<file path="src/asp_pkg.sv">
package asp_pkg;

	// =====================================================
	// bus geometry and register word indices
	localparam int ADDR_W = 18;
	localparam logic [15:0] IDX_STATUS = 16'h4100;
	localparam logic [15:0] IDX_TXD = 16'h4101;
	localparam logic [15:0] IDX_RXD = 16'h4102;
	localparam logic [15:0] IDX_FMT = 16'h4103;
	localparam logic [15:0] IDX_CTL = 16'h4104;
	localparam logic [15:0] IDX_IR = 16'h4105;
	localparam logic [15:0] IDX_BAUD = 16'h4106;
	localparam logic [15:0] IDX_FINE = 16'h4107;
	localparam logic [15:0] IDX_CLK = 16'h506C;
	localparam logic [1:0] RESP_OKAY = 2'h0;
	localparam logic [1:0] RESP_SLVERR = 2'h2;

	// =====================================================
	// field positions and writable masks
	localparam int ST_TXDONE = 7;
	localparam int ST_FRAME = 6;
	localparam int ST_PARITY = 5;
	localparam int ST_OVERRUN = 4;
	localparam int FMT_LEN8 = 4;
	localparam int FMT_PAR_EN = 3;
	localparam int FMT_ODD = 2;
	localparam int FMT_STOP2 = 1;
	localparam int CTL_TXDONE_EN = 7;
	localparam int CTL_RXERR_EN = 6;
	localparam int CTL_RXFULL_EN = 5;
	localparam int CTL_TXEMPTY_EN = 4;
	localparam int CTL_THRESHOLD = 1;
	localparam int CTL_PORT_EN = 0;
	localparam int CLK_GATE = 0;
	localparam logic [7:0] FMT_MASK = 8'h1E;
	localparam logic [7:0] CTL_MASK = 8'hF3;
	localparam logic [7:0] IR_MASK = 8'h01;
	localparam logic [7:0] FINE_MASK = 8'h0F;
	localparam logic [7:0] CLK_MASK = 8'h3D;
	localparam logic [7:0] REG_RESET = 8'h00;
	localparam logic [1:0] FIFO_DEPTH = 2'h2;

	// =====================================================
	// types
	typedef struct packed {
		logic awvalid;
		logic [ADDR_W-1:0] awaddr;
		logic wvalid;
		logic [31:0] wdata;
		logic [3:0] wstrb;
		logic bready;
		logic arvalid;
		logic [ADDR_W-1:0] araddr;
		logic rready;
	} asp_axi_req_t;

	typedef struct packed {
		logic awready;
		logic wready;
		logic bvalid;
		logic [1:0] bresp;
		logic arready;
		logic rvalid;
		logic [31:0] rdata;
		logic [1:0] rresp;
	} asp_axi_rsp_t;

	typedef enum logic {TX_IDLE, TX_RUN} asp_tx_state_t;
	typedef enum logic [2:0] {RX_IDLE, RX_START, RX_DATA, RX_PAR, RX_STOP} asp_rx_state_t;

	typedef struct packed {
		logic aw_got;
		logic [15:0] aw_idx;
		logic w_got;
		logic [7:0] w_data;
		logic w_lane;
		logic bvalid;
		logic [1:0] bresp;
		logic rvalid;
		logic [7:0] rdata;
		logic [1:0] rresp;
		logic tx_complete_flag;
		logic framing_flag;
		logic parity_error_flag;
		logic overrun_flag;
		logic tx_holding_empty;
		logic tx_shifter_busy;
		logic [7:0] tx_data;
		logic [1:0] rx_count;
		logic [7:0] rx_fifo0;
		logic [7:0] rx_fifo1;
		logic [7:0] fmt;
		logic [7:0] ctl;
		logic [7:0] ir;
		logic [7:0] baud;
		logic [7:0] fine;
		logic [7:0] clkc;
		logic [7:0] baud_cnt;
		logic tick;
		logic sin_meta;
		logic sin_sync;
		logic sin_prev;
		asp_tx_state_t tx_st;
		logic [11:0] tx_frame;
		logic [3:0] tx_left;
		logic [7:0] tx_sub;
		logic tx_line;
		asp_rx_state_t rx_st;
		logic [7:0] rx_sub;
		logic [3:0] rx_bit;
		logic [7:0] rx_shift;
		logic rx_par_bit;
	} asp_state_t;

endpackage

</file>
<file path="src/asp_top.sv">
// Our own choice: the AXI4-Lite interface to the registers.
`timescale 1ns/1ps
module asp_top #(
	parameter int OVS = 16
) (
	// clock and reset
	input wire logic CLK,
	input wire logic RST_N,
	// register bus
	input wire asp_pkg::asp_axi_req_t AXI_REQ,
	output asp_pkg::asp_axi_rsp_t AXI_RSP,
	// serial link
	input wire logic SERIAL_IN_PIN,
	output logic SERIAL_OUT_PIN,
	// interrupt request
	output logic IRQ
);
	import asp_pkg::*;

	localparam logic [7:0] SUB_LAST = 8'(OVS - 1);
	localparam logic [7:0] SUB_MID = 8'(OVS / 2 - 1);

	if (OVS < 4 || OVS > 256) begin : g_bad_ovs
		$error("OVS must lie in 4..256");
	end

	asp_state_t s;
	asp_state_t next_s;

	// =====================================================
	// outputs
	assign AXI_RSP.awready = !s.aw_got && !s.bvalid;
	assign AXI_RSP.wready = !s.w_got && !s.bvalid;
	assign AXI_RSP.bvalid = s.bvalid;
	assign AXI_RSP.bresp = s.bresp;
	assign AXI_RSP.arready = !s.rvalid;
	assign AXI_RSP.rvalid = s.rvalid;
	assign AXI_RSP.rdata = {24'h000000, s.rdata};
	assign AXI_RSP.rresp = s.rresp;
	assign SERIAL_OUT_PIN = s.tx_line;
	assign IRQ = (s.ctl[CTL_TXDONE_EN] && s.tx_complete_flag)
		|| (s.ctl[CTL_RXERR_EN] && (s.framing_flag || s.parity_error_flag || s.overrun_flag))
		|| (s.ctl[CTL_RXFULL_EN] && (s.ctl[CTL_THRESHOLD] ? s.rx_count == FIFO_DEPTH
			: s.rx_count != 2'h0))
		|| (s.ctl[CTL_TXEMPTY_EN] && s.tx_holding_empty);

	// =====================================================
	// next state
	always_comb begin
		logic [11:0] f;
		logic [3:0] nd;
		logic [7:0] dmask;
		logic par;
		logic tx_done;
		logic rx_land;
		logic [7:0] wd;
		next_s = s;
		f = 12'hFFF;
		tx_done = 1'b0;
		rx_land = 1'b0;
		wd = s.w_data;
		nd = s.fmt[FMT_LEN8] ? 4'h8 : 4'h7;
		dmask = s.fmt[FMT_LEN8] ? 8'hFF : 8'h7F;
		par = 1'b0;

		// baud tick: the fine-adjust pattern and clock source select are held but not applied
		next_s.tick = 1'b0;
		if (s.clkc[CLK_GATE]) begin
			if (s.baud_cnt == 8'h00) begin
				next_s.baud_cnt = s.baud;
				next_s.tick = 1'b1;
			end else begin
				next_s.baud_cnt = s.baud_cnt - 8'h01;
			end
		end

		// input synchroniser
		next_s.sin_meta = SERIAL_IN_PIN;
		next_s.sin_sync = s.sin_meta;
		next_s.sin_prev = s.sin_sync;

		// transmitter; runs before the bus so a same-cycle data write refills the buffer
		unique case (s.tx_st)
			TX_IDLE: begin
				if (s.ctl[CTL_PORT_EN] && !s.tx_holding_empty) begin
					f[0] = 1'b0;
					for (int i = 0; i < 8; i++) begin
						if (i < int'(nd)) begin
							f[i + 1] = s.tx_data[i];
						end
					end
					par = ^(s.tx_data & dmask) ^ s.fmt[FMT_ODD];
					if (s.fmt[FMT_PAR_EN]) begin
						f[int'(nd) + 1] = par;
					end
					next_s.tx_frame = f;
					next_s.tx_left = 4'h2 + nd + {3'h0, s.fmt[FMT_PAR_EN]} + {3'h0, s.fmt[FMT_STOP2]};
					next_s.tx_sub = 8'h00;
					next_s.tx_holding_empty = 1'b1;
					next_s.tx_shifter_busy = 1'b1;
					next_s.tx_st = TX_RUN;
				end
			end
			TX_RUN: begin
				if (s.tick) begin
					if (s.tx_sub == SUB_LAST) begin
						next_s.tx_sub = 8'h00;
						next_s.tx_frame = {1'b1, s.tx_frame[11:1]};
						next_s.tx_left = s.tx_left - 4'h1;
						if (s.tx_left == 4'h1) begin
							next_s.tx_shifter_busy = 1'b0;
							tx_done = 1'b1;
							next_s.tx_st = TX_IDLE;
						end
					end else begin
						next_s.tx_sub = s.tx_sub + 8'h01;
					end
				end
			end
		endcase

		// write address and data, taken in either order
		if (AXI_REQ.awvalid && !s.aw_got && !s.bvalid) begin
			next_s.aw_got = 1'b1;
			next_s.aw_idx = AXI_REQ.awaddr[ADDR_W-1:2];
		end
		if (AXI_REQ.wvalid && !s.w_got && !s.bvalid) begin
			next_s.w_got = 1'b1;
			next_s.w_data = AXI_REQ.wdata[7:0];
			next_s.w_lane = AXI_REQ.wstrb[0];
		end
		if (s.aw_got && s.w_got && !s.bvalid) begin
			next_s.aw_got = 1'b0;
			next_s.w_got = 1'b0;
			next_s.bvalid = 1'b1;
			next_s.bresp = RESP_OKAY;
			unique case (s.aw_idx)
				IDX_STATUS: begin
					if (s.w_lane) begin
						if (wd[ST_TXDONE]) next_s.tx_complete_flag = 1'b0;
						if (wd[ST_FRAME]) next_s.framing_flag = 1'b0;
						if (wd[ST_PARITY]) next_s.parity_error_flag = 1'b0;
						if (wd[ST_OVERRUN]) next_s.overrun_flag = 1'b0;
					end
				end
				IDX_TXD: begin
					if (s.w_lane) begin
						next_s.tx_data = wd;
						next_s.tx_holding_empty = 1'b0;
					end
				end
				IDX_RXD: begin
				end
				// reserved bits are masked so they always read back as zero
				IDX_FMT: begin
					if (s.w_lane) begin
						next_s.fmt = wd & FMT_MASK;
					end
				end
				IDX_CTL: begin
					if (s.w_lane) begin
						next_s.ctl = wd & CTL_MASK;
					end
				end
				IDX_IR: begin
					if (s.w_lane) begin
						next_s.ir = wd & IR_MASK;
					end
				end
				// storage only: the divider reload is picked up at the next underflow
				IDX_BAUD: begin
					if (s.w_lane) begin
						next_s.baud = wd;
					end
				end
				IDX_FINE: begin
					if (s.w_lane) begin
						next_s.fine = wd & FINE_MASK;
					end
				end
				IDX_CLK: begin
					if (s.w_lane) begin
						next_s.clkc = wd & CLK_MASK;
					end
				end
				default: next_s.bresp = RESP_SLVERR;
			endcase
		end
		if (s.bvalid && AXI_REQ.bready) begin
			next_s.bvalid = 1'b0;
		end

		// read; a receive data read pops the fifo
		if (AXI_REQ.arvalid && !s.rvalid) begin
			next_s.rvalid = 1'b1;
			next_s.rresp = RESP_OKAY;
			unique case (AXI_REQ.araddr[ADDR_W-1:2])
				IDX_STATUS: next_s.rdata = {s.tx_complete_flag, s.framing_flag, s.parity_error_flag,
					s.overrun_flag, s.rx_count == FIFO_DEPTH, s.tx_shifter_busy,
					s.rx_count != 2'h0, s.tx_holding_empty};
				IDX_TXD: next_s.rdata = s.tx_data;
				IDX_RXD: begin
					next_s.rdata = s.rx_fifo0;
					if (s.rx_count != 2'h0) begin
						next_s.rx_fifo0 = s.rx_fifo1;
						next_s.rx_count = s.rx_count - 2'h1;
					end
				end
				IDX_FMT: next_s.rdata = s.fmt;
				IDX_CTL: next_s.rdata = s.ctl;
				IDX_IR: next_s.rdata = s.ir;
				IDX_BAUD: next_s.rdata = s.baud;
				IDX_FINE: next_s.rdata = s.fine;
				IDX_CLK: next_s.rdata = s.clkc;
				default: begin
					next_s.rdata = REG_RESET;
					next_s.rresp = RESP_SLVERR;
				end
			endcase
		end
		if (s.rvalid && AXI_REQ.rready) begin
			next_s.rvalid = 1'b0;
		end

		// hardware sets land after software clears
		if (tx_done) begin
			next_s.tx_complete_flag = 1'b1;
		end

		// receiver, sampling mid-bit at OVS ticks per bit
		unique case (s.rx_st)
			RX_IDLE: begin
				if (s.ctl[CTL_PORT_EN] && s.sin_prev && !s.sin_sync) begin
					next_s.rx_st = RX_START;
					next_s.rx_sub = 8'h00;
					next_s.rx_bit = 4'h0;
					next_s.rx_shift = 8'h00;
				end
			end
			RX_START: begin
				if (s.tick) begin
					if (s.rx_sub == SUB_MID) begin
						next_s.rx_sub = 8'h00;
						next_s.rx_st = s.sin_sync ? RX_IDLE : RX_DATA;
					end else begin
						next_s.rx_sub = s.rx_sub + 8'h01;
					end
				end
			end
			RX_DATA, RX_PAR, RX_STOP: begin
				if (s.tick) begin
					if (s.rx_sub == SUB_LAST) begin
						next_s.rx_sub = 8'h00;
						if (s.rx_st == RX_DATA) begin
							next_s.rx_shift[s.rx_bit[2:0]] = s.sin_sync;
							next_s.rx_bit = s.rx_bit + 4'h1;
							if (s.rx_bit == nd - 4'h1) begin
								next_s.rx_st = s.fmt[FMT_PAR_EN] ? RX_PAR : RX_STOP;
							end
						end else if (s.rx_st == RX_PAR) begin
							next_s.rx_par_bit = s.sin_sync;
							next_s.rx_st = RX_STOP;
						end else begin
							// only the first stop bit is checked; a second one is idle time
							rx_land = 1'b1;
							next_s.rx_st = RX_IDLE;
							if (!s.sin_sync) begin
								next_s.framing_flag = 1'b1;
							end
						end
					end else begin
						next_s.rx_sub = s.rx_sub + 8'h01;
					end
				end
			end
			default: next_s.rx_st = RX_IDLE;
		endcase

		// fifo load, after any same-cycle pop
		if (rx_land) begin
			if (next_s.rx_count == FIFO_DEPTH) begin
				next_s.overrun_flag = 1'b1;
			end else begin
				if (next_s.rx_count == 2'h0) begin
					next_s.rx_fifo0 = s.rx_shift;
				end else begin
					next_s.rx_fifo1 = s.rx_shift;
				end
				next_s.rx_count = next_s.rx_count + 2'h1;
				if (s.fmt[FMT_PAR_EN] && (^s.rx_shift ^ s.rx_par_bit ^ s.fmt[FMT_ODD]) != 1'b0) begin
					next_s.parity_error_flag = 1'b1;
				end
			end
		end

		if (!s.ctl[CTL_PORT_EN]) begin
			next_s.tx_holding_empty = 1'b1;
		end
		next_s.tx_line = (next_s.tx_st == TX_RUN) ? next_s.tx_frame[0] : 1'b1;
	end

	// =====================================================
	// state register
	always_ff @(posedge CLK or negedge RST_N) begin
		if (!RST_N) begin
			s <= '0;
			s.tx_holding_empty <= 1'b1;
			s.tx_line <= 1'b1;
			s.sin_meta <= 1'b1;
			s.sin_sync <= 1'b1;
			s.sin_prev <= 1'b1;
		end else begin
			s <= next_s;
		end
	end

endmodule

</file>
<file path="config.mk">
export PLATFORM = sky130hd
export DESIGN_NAME = asp_top
export DESIGN_NICKNAME = d
export VERILOG_FILES = /design/src/asp_pkg.sv /design/src/asp_top.sv
export SDC_FILE = /design/constraint.sdc
export NUM_CORES = 1
export LEC_CHECK = 0
export BUFFER_PORTS_ARGS = -buffer_cell sky130_fd_sc_hd__clkbuf_2
export CAP_MARGIN = 5
export CORE_MARGIN = 4
export CORE_UTILIZATION = 45
export DETAILED_ROUTE_END_ITERATION = 10
export PLACE_DENSITY_LB_ADDON = 0.08
export SLEW_MARGIN = 20
export SYNTH_ARGS = -nofsm -noshare
export SYNTH_HDL_FRONTEND = slang
export SYNTH_SLANG_ARGS = --single-unit
</file>
<file path="constraint.sdc">
create_clock -name CLK -period 3.6 [get_ports CLK]
set_clock_uncertainty 0.15 [all_clocks]
set_input_delay 0.54 -clock CLK [delete_from_list [all_inputs] [get_ports CLK]]
set_output_delay 0.54 -clock CLK [all_outputs]
set_load 0.005 [all_outputs]
</file>
==> flow_metrics.env <==
export IMPL_outcome="finished, violations left"
export IMPL_violations="hold timing"
export IMPL_grt_pass1_wl_um=34370
export IMPL_p_int_mw=3.283
export IMPL_yosysUniqueCellTypes=91
export IMPL_synth_area_leaders="dfrtp_1 (44%), mux2_2 (7.4%), nand2_1 (4.0%)"
export IMPL_worst_path_max_delay_cell="dfrtp_1"
export IMPL_fp_dieH_um=148.3
export IMPL_htree_levels=4
export IMPL_drive_gt1_share_pct=23.46
export IMPL_clock_power_share_pct=37.7
export IMPL_placementRows=51
export IMPL_comb_power_share_pct=14.0
export IMPL_seq_power_share_pct=48.3
export IMPL_synthCells=854
export IMPL_initial_utilization_pct=45.67
export IMPL_worstPathArrival_ps=2350
export IMPL_clock_root_buffer="clkbuf_16"
export IMPL_grt_use_total_pct=19.43
export IMPL_synth_edff_count=0
export IMPL_fmax_mhz=328.7
export IMPL_port_buffer_count=65
export IMPL_drv_slew=0
export IMPL_switching_power_mw=1.379
export IMPL_grt_pass1_vias=6534
export IMPL_first_pass_iters=5
export IMPL_post_synth_top_count_cell="dfrtp_1"
export IMPL_worstPathCellList="clkinv_1 > nor2_1 > o21ai_0 > nand2_1 > clkbuf_2"
export IMPL_period_minus_slack_ps=3043
export IMPL_gp_congestion=0.8091
export IMPL_clk_pin_slew_ps=70
export IMPL_routed_wl_um=20790
export IMPL_vias=6560
export IMPL_pin_count=123
export IMPL_maxCapViolCount=0
export IMPL_syn_avg_cell_area_um2=10.37
export IMPL_synth_seq_area_share_pct=45.55
export IMPL_relSlewSlack_pct=32.89
export IMPL_power_leakage_nw=4.519
export IMPL_dpl_cell_area_um2=9253
export IMPL_synthTopCellsByCount="dfrtp_1 (156), nand2_1 (94), mux2_2 (58)"
export IMPL_die_area_um2=21990
export IMPL_drc=0
export IMPL_peakVddDrop_uv=289.1
export IMPL_grt_overflow_total=0
export IMPL_hold_viol_final=4
export IMPL_worstPathRequired_ps=2910
export IMPL_cts_tree="done"
export IMPL_cts_buffer_depth=2
export IMPL_clk_latency_ps=420
export IMPL_die_x_um=148.3
export IMPL_yosys_area_top_type="dfrtp_1"
export IMPL_finalPower_mw=4.662
export IMPL_worst_path_buf_inv=2
export IMPL_cts_made_buffers=17
export IMPL_antenna_left=0
export IMPL_ys_flop_type="dfrtp_1"
export IMPL_critical_path_class="reg2out"
export IMPL_ys_warn_count=0
export IMPL_holdWs_ps=-25.80
export IMPL_path_delay_family="buffers and inverters"
export IMPL_hp_class="in2async"
export IMPL_rsz0062_at_grt="false"
export IMPL_start_kind="register"
export IMPL_crit_path_end_kind="primary output"
export IMPL_clock_sinks=161
export IMPL_post_route_period_util_pct=84.52
export IMPL_setup_ws_ps=557.3
export IMPL_netlist_area_leader_share_pct=44.07
export IMPL_swShare_pct=29.57
export IMPL_wire_per_inst_um=17.72
export IMPL_cp_startpoint="s[126]"
export IMPL_grt_max_degree=73
export IMPL_rr_startpoint="AXI_RSP[34]"
export IMPL_cts_setup_buffers=0
export IMPL_placed_cells=1141
export IMPL_crit_fanout=21
export IMPL_hpwlAfterDp_um=14970
export IMPL_diodes=0
export IMPL_synthToLayoutAreaGrowth_pct=10.88
export IMPL_finalSetupTns_ps=0
export IMPL_dr_first_iter_drc_count=309
export IMPL_finalSetupViolCount=0
export IMPL_core_area_um2=19400
export IMPL_ys_ff_latch=161
export IMPL_routed_via_density=5.592
export IMPL_fillerInstances=1788
export IMPL_stdcell_count=1173
export IMPL_nNetsFinal=986
export IMPL_antenna_found_initial=0
export IMPL_async_reset_ff_share_pct=100.0
export IMPL_syn_area_um2=8858
export IMPL_dp_slack_ps=502.2
export IMPL_worst_pin_slew_ps=992.6
export IMPL_ctsHoldBuffers=0
export IMPL_max_stage_delay_ps=730
export IMPL_fin_area_um2=9822
export IMPL_cts_repair_resized=0
export IMPL_power_density_nw_per_um2=474.7
## state kept, by name (all words and copies together), names as in the netlist
| name | cells |
|---|---|
| SERIAL_OUT_PIN | 1 |
| s | 146 |
| next_s | 2 |
| AXI_RSP | 12 |
## power by group through the flow
stage	Sequential [mW]	Combinational, mW	Clock, mW
after floorplan	2.16	0.557	0
after global placement	2.28	0.637	0
after detailed placement	2.29	0.661	0
after CTS	2.26	0.661	1.80
after global routing	2.29	0.725	1.88
final	2.25	0.652	1.76
## path summary, 6_finish.rpt
| check | to | slack, ps | cells past startpoint |
|---|---|---|---|
| worst min-delay path | s[110] | -30 | 1 |
| max in group asynchronous | s[136] | 2440 | 2 |
| worst max-delay path | IRQ | 560 | 5 |
| worst min register to register | next_s[50] | 210 | 0 |
| worst max register to register | s[118] | 790 | 11 |
| min in group CLK | next_s[51] | 50 | 1 |
## kinds of logic after synthesis
logic type | after synthesis | synth area share [%]
adder cells (fa/ha/maj) | 11 | 1.638
multiplexers | 94 | 12.47
buffers and inverters | 106 | 6.497
flip-flops | 161 | 45.55
AO/OA/AOI/OAI | 154 | 12.54
XOR/XNOR | 26 | 2.726
AND/OR/NAND/NOR | 301 | 18.53
other | 1 | 0.04233
## through the flow
stage	hold WS [ps]	utilization (%)
floorplan	94.41	-
global placement	197.5	47.70
detailed placement	201.6	47.70
CTS	0.09182	50.63
global route	19.37	50.63
finish	-25.80	50.63
## area by class of cell
type | instances | area (um2) | share of cell area, %
multi-input combinational | 612 | 4347 | 44.25
inverter | 24 | 90.09 | 0.9172
timing repair buffer | 79 | 449.2 | 4.573
sequential | 161 | 4035 | 41.08
clock inverter | 14 | 130.1 | 1.325
tap | 265 | 331.6 | 3.376
clock buffer | 18 | 439.2 | 4.471
## placed cells by master (no fill, tap or decap), types with 17 or more instances in the layout
cell / synthesis / routed
mux2i_1: 23 / 23
a21oi_1: 25 / 25
clkbuf_16: 0 / 17
xnor2_1: 17 / 17
inv_1: 23 / 23
nor3_1: 18 / 18
nor2_1: 47 / 47
a22oi_1: 17 / 17
conb_1: 1 / 26
clkbuf_2: 0 / 64
nand3_1: 45 / 45
o21ai_0: 22 / 22
mux2_2: 58 / 58
dfrtp_1: 156 / 156
nand2_1: 94 / 94
## per-layer routing
layer / global-route usage [%] / vias up / part of all wire (%)
met5: 0 / - / 0
met4: 4.758 / 0 / 1.5
met3: 3.931 / 17 / 3.9
met2: 31.77 / 157 / 48
met1: 26.77 / 3285 / 47
li1: - / 3101 / -
Note: power is estimated with default switching activity, not from simulation.
